**src/logic/pcu_config_unlock_regs.vh**
```
`ifndef PCU_CONFIG_UNLOCK_REGS_VH
`define PCU_CONFIG_UNLOCK_REGS_VH

// register indices (word address on the bus, byte address is four times this)
`define PCU_IDX_INDEX_PORT 32'h220007f0
`define PCU_IDX_DATA_PORT 32'h220007f1
`define PCU_IDX_STATUS 32'h220007f2

// key values written to the index port
`define PCU_KEY_UNLOCK 8'h55
`define PCU_KEY_EXIT 8'haa

// configuration register numbers selected through the index port
`define PCU_SEL_PORT_MODE_BASE 8'h01
`define PCU_SEL_EXT_SUBMODE 8'h04
`define PCU_SEL_FIFO_THRESHOLD 8'h0a

// power-up values; the index value is the one that the ordinary reset loads
`define PCU_RST_PORT_MODE_BASE 8'h9f
`define PCU_RST_EXT_SUBMODE 8'h00
`define PCU_RST_FIFO_THRESHOLD 8'h00
`define PCU_RST_INDEX 8'h00

// field positions
`define PCU_BIT_COMPAT 3
`define PCU_BASE_HI 1
`define PCU_BASE_LO 0
`define PCU_SUB_HI 1
`define PCU_SUB_LO 0

// base address selection codes and addresses
`define PCU_BASE_OFF 2'h0
`define PCU_BASE_SEL_A 2'h1
`define PCU_BASE_SEL_B 2'h2
`define PCU_BASE_SEL_C 2'h3
`define PCU_BASE_ADDR_A 32'h22000778
`define PCU_BASE_ADDR_B 32'h220007bc
`define PCU_BASE_ADDR_C 32'h22000678

// extended submode codes
`define PCU_SUB_STD 2'h0
`define PCU_SUB_EPP 2'h1
`define PCU_SUB_ECP 2'h2
`define PCU_SUB_ECP_EPP 2'h3

// extended control mode field codes
`define PCU_ECM_STD 3'h0
`define PCU_ECM_EPP 3'h4

// status word fields
`define PCU_ST_CFG 0
`define PCU_ST_KEY 1
`define PCU_ST_COMPAT 2
`define PCU_ST_STD 3
`define PCU_ST_EPP 4
`define PCU_ST_ECP 5

`endif

```
**src/logic/pcu_config_unlock.v**
```verilog
// Our own choice: register access over Avalon-MM.
`timescale 1ns/1ps
`default_nettype none
`include "pcu_config_unlock_regs.vh"

// Summary of operation
// - two back-to-back writes of 55h to the index port open configuration mode
// - any other write between the two key writes restarts the key sequence
// - writing AAh to the index port closes configuration mode
// - index port picks a register number; data port reaches that register
// - index register is write-only and loads only in configuration mode
// - configuration bytes reset only at power-up, not on ordinary reset
// - port mode/base register at number 01h, power-up value 9Fh
// - bit 3 set means compatibility, clear means extended operation
// - bits 1:0 place the port base or disable the port
// - extended submode register at number 04h, power-up value 00h
// - submode bits pick standard, EPP, ECP or ECP plus EPP
// - compatibility bit set overrides the submode bits
// - in ECP submodes mode field 000 gives standard; 100 gives EPP only in ECP plus EPP
// - FIFO threshold register at number 0Ah, power-up value 00h
module pcu_config_unlock (
	input wire CORE_CLK,
	input wire SYS_RST,
	input wire PWRUP_RST,
	input wire [31:0] AVS_ADDRESS,
	input wire AVS_READ,
	input wire AVS_WRITE,
	input wire [31:0] AVS_WRITEDATA,
	input wire [3:0] AVS_BYTEENABLE,
	output wire [31:0] AVS_READDATA,
	output wire AVS_WAITREQUEST,
	input wire [2:0] EXTENDED_CONTROL_MODE_FIELD,
	output wire CONFIG_MODE,
	output wire PORT_ENABLE,
	output wire [31:0] PORT_BASE_ADDR,
	output wire MODE_COMPAT,
	output wire MODE_STANDARD_PARALLEL_OPERATION,
	output wire MODE_EPP,
	output wire MODE_ECP,
	output wire [7:0] FIFO_THRESHOLD
);

	localparam [2:0] ST_IDLE = 3'h1;
	localparam [2:0] ST_HALF = 3'h2;
	localparam [2:0] ST_CFG = 3'h4;

	reg ack_r;
	reg [31:0] rdata_r;
	reg [31:0] rdata_nxt;
	reg [2:0] state_r;
	reg [2:0] state_nxt;
	reg [7:0] index_r;
	reg [7:0] index_nxt;
	reg [31:0] base_r;
	reg [31:0] base_nxt;
	reg port_en_r;
	reg mode_compat_r;
	reg mode_std_r;
	reg mode_epp_r;
	reg mode_ecp_r;
	reg mode_compat_nxt;
	reg mode_std_nxt;
	reg mode_epp_nxt;
	reg mode_ecp_nxt;
	reg [7:0] thr_r;

	wire req;
	wire wr_fire;
	wire lane0;
	wire [7:0] wbyte;
	wire hit_index;
	wire hit_data;
	wire hit_status;
	wire in_cfg;
	wire sel_mode_base;
	wire sel_submode;
	wire sel_thr;
	wire wr_data_port;
	wire [7:0] mode_base;
	wire [7:0] submode;
	wire [7:0] thr;
	wire [1:0] base_sel;
	wire [1:0] sub_sel;
	wire key_write;
	wire exit_write;
	wire wr_mode_base;
	wire wr_submode;
	wire wr_thr;
	wire [31:0] status_word;

	// one wait state: the request is seen, then answered at the next edge
	assign req = AVS_READ | AVS_WRITE;
	assign AVS_WAITREQUEST = req & ~ack_r;
	assign wr_fire = AVS_WRITE & ack_r;

	always @(posedge CORE_CLK) begin
		if (SYS_RST) begin
			ack_r <= 1'b0;
		end else begin
			ack_r <= req & ~ack_r;
		end
	end

	assign lane0 = AVS_BYTEENABLE[0];
	assign wbyte = AVS_WRITEDATA[7:0];
	assign hit_index = (AVS_ADDRESS == `PCU_IDX_INDEX_PORT);
	assign hit_data = (AVS_ADDRESS == `PCU_IDX_DATA_PORT);
	assign hit_status = (AVS_ADDRESS == `PCU_IDX_STATUS);
	assign in_cfg = state_r[2];

	// a key byte only counts when it really lands in the low lane
	assign key_write = wr_fire & hit_index & lane0 & (wbyte == `PCU_KEY_UNLOCK);
	assign exit_write = wr_fire & hit_index & lane0 & (wbyte == `PCU_KEY_EXIT);

	always @* begin
		state_nxt = state_r;
		case (state_r)
			ST_IDLE: begin
				if (key_write) begin
					state_nxt = ST_HALF;
				end
			end
			ST_HALF: begin
				if (key_write) begin
					state_nxt = ST_CFG;
				end else if (wr_fire) begin
					// reads in between do not break the key, writes do
					state_nxt = ST_IDLE;
				end
			end
			ST_CFG: begin
				if (exit_write) begin
					state_nxt = ST_IDLE;
				end
			end
			default: begin
				state_nxt = ST_IDLE;
			end
		endcase
	end

	always @(posedge CORE_CLK) begin
		if (SYS_RST) begin
			state_r <= ST_IDLE;
		end else begin
			state_r <= state_nxt;
		end
	end

	// the index is cleared on leaving so a fresh session must load it again
	always @* begin
		index_nxt = index_r;
		if (in_cfg & wr_fire & hit_index & lane0) begin
			if (exit_write) begin
				index_nxt = `PCU_RST_INDEX;
			end else begin
				index_nxt = wbyte;
			end
		end
	end

	always @(posedge CORE_CLK) begin
		if (SYS_RST) begin
			index_r <= `PCU_RST_INDEX;
		end else begin
			index_r <= index_nxt;
		end
	end

	assign sel_mode_base = (index_r == `PCU_SEL_PORT_MODE_BASE);
	assign sel_submode = (index_r == `PCU_SEL_EXT_SUBMODE);
	assign sel_thr = (index_r == `PCU_SEL_FIFO_THRESHOLD);
	assign wr_data_port = in_cfg & wr_fire & hit_data & lane0;
	assign wr_mode_base = wr_data_port & sel_mode_base;
	assign wr_submode = wr_data_port & sel_submode;
	assign wr_thr = wr_data_port & sel_thr;

	// bit 7 of the submode byte is stored as written; keeping it zero is up to software
	pcu_cfg_byte #(
		.RESET_VAL(`PCU_RST_PORT_MODE_BASE)
	) u_mode_base (
		.clk(CORE_CLK),
		.pwrup_rst(PWRUP_RST),
		.wr_en(wr_mode_base),
		.wr_data(wbyte),
		.value(mode_base)
	);

	pcu_cfg_byte #(
		.RESET_VAL(`PCU_RST_EXT_SUBMODE)
	) u_submode (
		.clk(CORE_CLK),
		.pwrup_rst(PWRUP_RST),
		.wr_en(wr_submode),
		.wr_data(wbyte),
		.value(submode)
	);

	pcu_cfg_byte #(
		.RESET_VAL(`PCU_RST_FIFO_THRESHOLD)
	) u_thr (
		.clk(CORE_CLK),
		.pwrup_rst(PWRUP_RST),
		.wr_en(wr_thr),
		.wr_data(wbyte),
		.value(thr)
	);

	assign base_sel = mode_base[`PCU_BASE_HI:`PCU_BASE_LO];
	assign sub_sel = submode[`PCU_SUB_HI:`PCU_SUB_LO];

	always @* begin
		case (base_sel)
			`PCU_BASE_SEL_A: base_nxt = `PCU_BASE_ADDR_A;
			`PCU_BASE_SEL_B: base_nxt = `PCU_BASE_ADDR_B;
			`PCU_BASE_SEL_C: base_nxt = `PCU_BASE_ADDR_C;
			default: base_nxt = 32'h00000000;
		endcase
	end

	// effective operating mode, one of four flags high at a time
	always @* begin
		mode_compat_nxt = 1'b0;
		mode_std_nxt = 1'b0;
		mode_epp_nxt = 1'b0;
		mode_ecp_nxt = 1'b0;
		if (mode_base[`PCU_BIT_COMPAT]) begin
			mode_compat_nxt = 1'b1;
		end else begin
			case (sub_sel)
				`PCU_SUB_STD: begin
					mode_std_nxt = 1'b1;
				end
				`PCU_SUB_EPP: begin
					mode_epp_nxt = 1'b1;
				end
				`PCU_SUB_ECP: begin
					if (EXTENDED_CONTROL_MODE_FIELD == `PCU_ECM_STD) begin
						mode_std_nxt = 1'b1;
					end else begin
						mode_ecp_nxt = 1'b1;
					end
				end
				default: begin
					if (EXTENDED_CONTROL_MODE_FIELD == `PCU_ECM_STD) begin
						mode_std_nxt = 1'b1;
					end else if (EXTENDED_CONTROL_MODE_FIELD == `PCU_ECM_EPP) begin
						mode_epp_nxt = 1'b1;
					end else begin
						mode_ecp_nxt = 1'b1;
					end
				end
			endcase
		end
	end

	// decoded outputs follow the stored bytes one cycle later;
	// they are not cleared by the ordinary reset since the bytes survive it
	// base and enable share base_sel, so they always change on the same edge
	always @(posedge CORE_CLK) begin
		if (PWRUP_RST) begin
			base_r <= 32'h00000000;
			port_en_r <= 1'b0;
		end else begin
			base_r <= base_nxt;
			port_en_r <= (base_sel != `PCU_BASE_OFF);
		end
	end

	always @(posedge CORE_CLK) begin
		if (PWRUP_RST) begin
			mode_compat_r <= 1'b0;
			mode_std_r <= 1'b0;
			mode_epp_r <= 1'b0;
			mode_ecp_r <= 1'b0;
		end else begin
			mode_compat_r <= mode_compat_nxt;
			mode_std_r <= mode_std_nxt;
			mode_epp_r <= mode_epp_nxt;
			mode_ecp_r <= mode_ecp_nxt;
		end
	end

	// the threshold copy needs no decode, only the same one-cycle delay as the flags
	always @(posedge CORE_CLK) begin
		if (PWRUP_RST) begin
			thr_r <= 8'h00;
		end else begin
			thr_r <= thr;
		end
	end

	// status word: a read-only view of the mode and key progress, handy for bring-up
	assign status_word[31:6] = 26'h0000000;
	assign status_word[`PCU_ST_CFG] = in_cfg;
	assign status_word[`PCU_ST_KEY] = state_r[1];
	assign status_word[`PCU_ST_COMPAT] = mode_compat_r;
	assign status_word[`PCU_ST_STD] = mode_std_r;
	assign status_word[`PCU_ST_EPP] = mode_epp_r;
	assign status_word[`PCU_ST_ECP] = mode_ecp_r;

	// read data are captured while waitrequest is still high
	always @* begin
		rdata_nxt = 32'h00000000;
		if (hit_data & in_cfg) begin
			if (sel_mode_base) begin
				rdata_nxt[7:0] = mode_base;
			end else if (sel_submode) begin
				rdata_nxt[7:0] = submode;
			end else if (sel_thr) begin
				rdata_nxt[7:0] = thr;
			end else begin
				rdata_nxt = 32'h00000000;
			end
		end else if (hit_status) begin
			rdata_nxt = status_word;
		end
	end

	always @(posedge CORE_CLK) begin
		if (SYS_RST) begin
			rdata_r <= 32'h00000000;
		end else if (AVS_READ & ~ack_r) begin
			rdata_r <= rdata_nxt;
		end
	end

	assign AVS_READDATA = rdata_r;
	assign CONFIG_MODE = in_cfg;
	assign PORT_ENABLE = port_en_r;
	assign PORT_BASE_ADDR = base_r;
	assign MODE_COMPAT = mode_compat_r;
	assign MODE_STANDARD_PARALLEL_OPERATION = mode_std_r;
	assign MODE_EPP = mode_epp_r;
	assign MODE_ECP = mode_ecp_r;
	assign FIFO_THRESHOLD = thr_r;

endmodule

`default_nettype wire

```
**src/logic/pcu_cfg_byte.v**
```verilog
`timescale 1ns/1ps
`default_nettype none

// configuration byte that only the power-up reset restores
module pcu_cfg_byte #(
	parameter [7:0] RESET_VAL = 8'h00
) (
	input wire clk,
	input wire pwrup_rst,
	input wire wr_en,
	input wire [7:0] wr_data,
	output wire [7:0] value
);

	reg [7:0] value_r;

	always @(posedge clk) begin
		if (pwrup_rst) begin
			value_r <= RESET_VAL;
		end else if (wr_en) begin
			value_r <= wr_data;
		end
	end

	assign value = value_r;

endmodule

`default_nettype wire

```
**config.mk**
```make
export PLATFORM = sky130hd
export DESIGN_NAME = pcu_config_unlock
export DESIGN_NICKNAME = d
export VERILOG_FILES = /design/src/logic/pcu_config_unlock.v /design/src/logic/pcu_cfg_byte.v
export VERILOG_INCLUDE_DIRS = /design/src /design/src/logic
export SDC_FILE = /design/constraint.sdc
export NUM_CORES = 1
export LEC_CHECK = 0
export BUFFER_PORTS_ARGS = -buffer_cell sky130_fd_sc_hd__buf_2
export CAP_MARGIN = 40
export CELL_PAD_IN_SITES_DETAIL_PLACEMENT = 1
export CELL_PAD_IN_SITES_GLOBAL_PLACEMENT = 2
export CORE_MARGIN = 8
export CORE_UTILIZATION = 26
export DETAILED_ROUTE_END_ITERATION = 12
export GPL_TIMING_DRIVEN = 0
export PLACE_DENSITY_LB_ADDON = 0.1
export SKIP_CTS_REPAIR_TIMING = 1
export SYNTH_ARGS = -nofsm -noshare
export SYNTH_HDL_FRONTEND = slang
export SYNTH_SLANG_ARGS = --single-unit
```
**constraint.sdc**
```tcl
create_clock -name CORE_CLK -period 2.22 [get_ports CORE_CLK]
set_input_delay 0.444 -clock CORE_CLK [delete_from_list [all_inputs] [get_ports CORE_CLK]]
set_output_delay 0.444 -clock CORE_CLK [all_outputs]
set_load 0.005 [all_outputs]
```
==> impl_metrics.json <==
{
  "fin_nets": 553,
  "ios": 155,
  "synth_top_area_cell": "dfxtp_1",
  "grt_max_degree": 11,
  "async_reset_ff_share_pct": 0,
  "slew_headroom_pct": 61.1,
  "vias": 2681,
  "end_kind": "flip-flop",
  "area_delta_synth_final_pct": 34.7,
  "numPortBuffers": 82,
  "cp.required_ns": 2.45,
  "die_area_um2": 15800,
  "hold_start": "EXTENDED_CONTROL_MODE_FIELD[2]",
  "yosysMostFrequentCell": "dfxtp_1",
  "synth_area_per_cell_um2": 9.34,
  "reg2reg_slack_ns": 0.13,
  "fin_skew_ns": 0.00450,
  "fillers": 1435,
  "drive_gt1_share_pct": 35.9,
  "clk_pin_slew_ns": 0.05,
  "rsz0062_at_grt": "yes",
  "dpl.cell_count": 608,
  "r2r_end": "AVS_READDATA[0]$_SDFFE_PP0P_",
  "cts_buffer_depth": 2,
  "synth.cell_area_um2": 3130,
  "synth_compound_area_share_pct": 10.2,
  "synth-seq-cells": 60,
  "max-vdd-ir-drop_mv": 0.287,
  "run_status": "complete, no violations",
  "diodes": 0,
  "ant_nets": 0,
  "synth_common_cells": "dfxtp_1 (60), buf_4 (55), nor2_1 (48)",
  "grt_pass1_wl_um": 15200,
  "tns_ns": 0,
  "worst-setup-path-type": "reg -> reg",
  "synth_xor_area_share_pct": 0,
  "hold_class": "in -> reg",
  "cts.sinks": 60,
  "initialDrtViolationCount": 66,
  "post_drt_wl_per_cell_um": 15.3,
  "place_hpwl_um": 7560,
  "fmax_mhz": 478,
  "synth_area_leaders": "dfxtp_1 (38%), buf_4 (13%), mux2i_1 (9.0%)",
  "reg2reg_depth": 5,
  "die_h_um": 126,
  "arrival_ns": 2.32,
  "ys_types": 45,
  "stdcell_count": 623,
  "p_per_area_nw_per_um2": 628,
  "h-tree-depth": 3,
  "reg2reg_from": "index_r[4]$_SDFFE_PP0P_",
  "maxCapViolations": 0,
  "crit_fanout": 4,
  "hold_depth": 3,
  "first_global_vias": 2883,
  "yosysSeqAreaShare_pct": 38.4,
  "syn_inst": 335,
  "cts_tree": "yes",
  "yosysTopAreaCellShare_pct": 38.4,
  "synth_mux_area_share_pct": 8.95,
  "antenna_found_initial": 0,
  "synth_top_family_by_area": "simple AND/OR/NAND/NOR gates",
  "gp_congestion": 0.747,
  "synth-warning-count": 0,
  "yosys.area_share.simple_pct": 25.8,
  "clk_latency_ns": 0.32,
  "grt_use_total_pct": 11.9,
  "fin_crit_sh_pct": 94.2,
  "viasPerCell": 4.30,
  "hold_viol_final": 0,
  "dieWidth_um": 126,
  "drtPass1Iterations": 4,
  "synth_top_flop_cell": "dfxtp_1",
  "cts-root-buf": "clkbuf_16",
  "cts_inserted_buffers": 9,
  "setup_viol": 0,
  "start_util_pct": 26.4,
  "synth-adder-area-share_pct": 1.60,
  "multiInputGateArea_um2": 1650,
  "p_total_mw": 2.65,
  "leakage_nw": 1.92,
  "overflow": 0,
  "slew_viol_final": 0,
  "regArea_um2": 1200,
  "drc": 0,
  "cp-start-kind": "flip-flop",
  "routed_wl_um": 9530,
  "synth_edf_count": 0,
  "period_needed_ns": 2.09,
  "worstMarginPinSlew_ns": 0.578,
  "hold_path_end": "MODE_EPP$_SDFF_PP0_",
  "core_um2": 11900,
  "fp-row-count": 40
}
## registers in the layout, indices dropped and copies added, names as in the netlist
name	cells
MODE_STANDARD_PARALLEL_OPERATION	1
MODE_COMPAT	1
index_r	8
MODE_ECP	1
AVS_READDATA	8
ack_r	1
state_r	3
u_mode_base.value	8
PORT_ENABLE	1
u_thr.value	8
PORT_BASE_ADDR	3
MODE_EPP	1
u_submode.value	8
FIFO_THRESHOLD	8
## worst max-delay path, stage by stage, from the launching register on
cell and delay, ns:
dfxtp_1 0.32, or4_1 0.60, nor3_1 0.44, a32o_1 0.29
o21ai_1 0.08, a311oi_1 0.27
## kinds of logic (layout without fill, tap and decap cells)
logic type | after synthesis | in the layout
compound gates | 44 | 44
mux | 28 | 28
simple gates | 128 | 128
buf+inv | 70 | 167
other cells | 1 | 45
flops | 60 | 60
fa+ha+maj | 4 | 4
## metal layers
layer / track usage [%] / vias up / wire length [µm]
li1: - / 1348 / -
met1: 14.6 / 1258 / 4450
met2: 20.2 / 65 / 4530
met3: 2.87 / 10 / 426
met4: 3.82 / 0 / 120
met5: 0 / - / 0
## per-stage QoR
step | setup slack (ns) | hold slack [ns] | cell area (µm²) | utilization (%)
finish | 0.129 | 0.379 | 4220 | 35.5
global route | -0.00578 | 0.390 | 4220 | 35.5
CTS | -0.0843 | 0.378 | 4170 | 35.1
detailed placement | -0.225 | 0.462 | 3890 | 32.8
global placement | -0.186 | 0.448 | 3890 | 32.8
floorplan | 0.204 | 0.442 | 3300 | -
## cell usage in the layout (no fill, tap or decap), drive strengths merged, types with 3 or more instances in the layout
master / instances
o2bb2ai: 5
nor2b: 15
o211ai: 11
mux2i: 28
nor4: 7
buf: 138
conb: 45
and3: 3
nand4: 3
a21oi: 9
nand2: 22
ha: 4
a32o: 3
o21ai: 4
and2: 4
nand3: 3
nor4b: 5
nor3: 5
a311oi: 6
nor2: 49
dfxtp: 60
inv: 8
clkbuf: 19
## final cells by class
cell class	instances	share of cell area (%)
Sequential cell	60	28.5
Multi-Input combinational cell	249	39.2
Tap cell	147	4.36
Buffer	62	10.4
Clock inverter	2	0.237
Timing Repair Buffer	83	10.2
Inverter	8	0.712
Clock buffer	12	6.32
## worst max-delay path by stage
stage | startpoint | to | slack (ns) | cells past startpoint
finish | index_r[4]$_SDFFE_PP0P_ | AVS_READDATA[0]$_SDFFE_PP0P_ | 0.13 | 5
global route | index_r[4]$_SDFFE_PP0P_ | AVS_READDATA[0]$_SDFFE_PP0P_ | -0.006 | 5
CTS | index_r[4]$_SDFFE_PP0P_ | u_mode_base.value[2]$_SDFFE_PP1P_ | -0.08 | 6
detailed placement | AVS_ADDRESS[26] | u_submode.value[4]$_SDFFE_PP0P_ | -0.23 | 6
global placement | AVS_ADDRESS[26] | u_submode.value[3]$_SDFFE_PP0P_ | -0.19 | 6
floorplan | AVS_ADDRESS[13] | u_mode_base.value[2]$_SDFFE_PP1P_ | 0.20 | 6
## where the power goes
group / switching [mW] / internal, mW
Clock: 0.474 / 0.829
Sequential: 0.00861 / 1.09
Combinational: 0.121 / 0.124
Power figures use the tool's default switching activity.
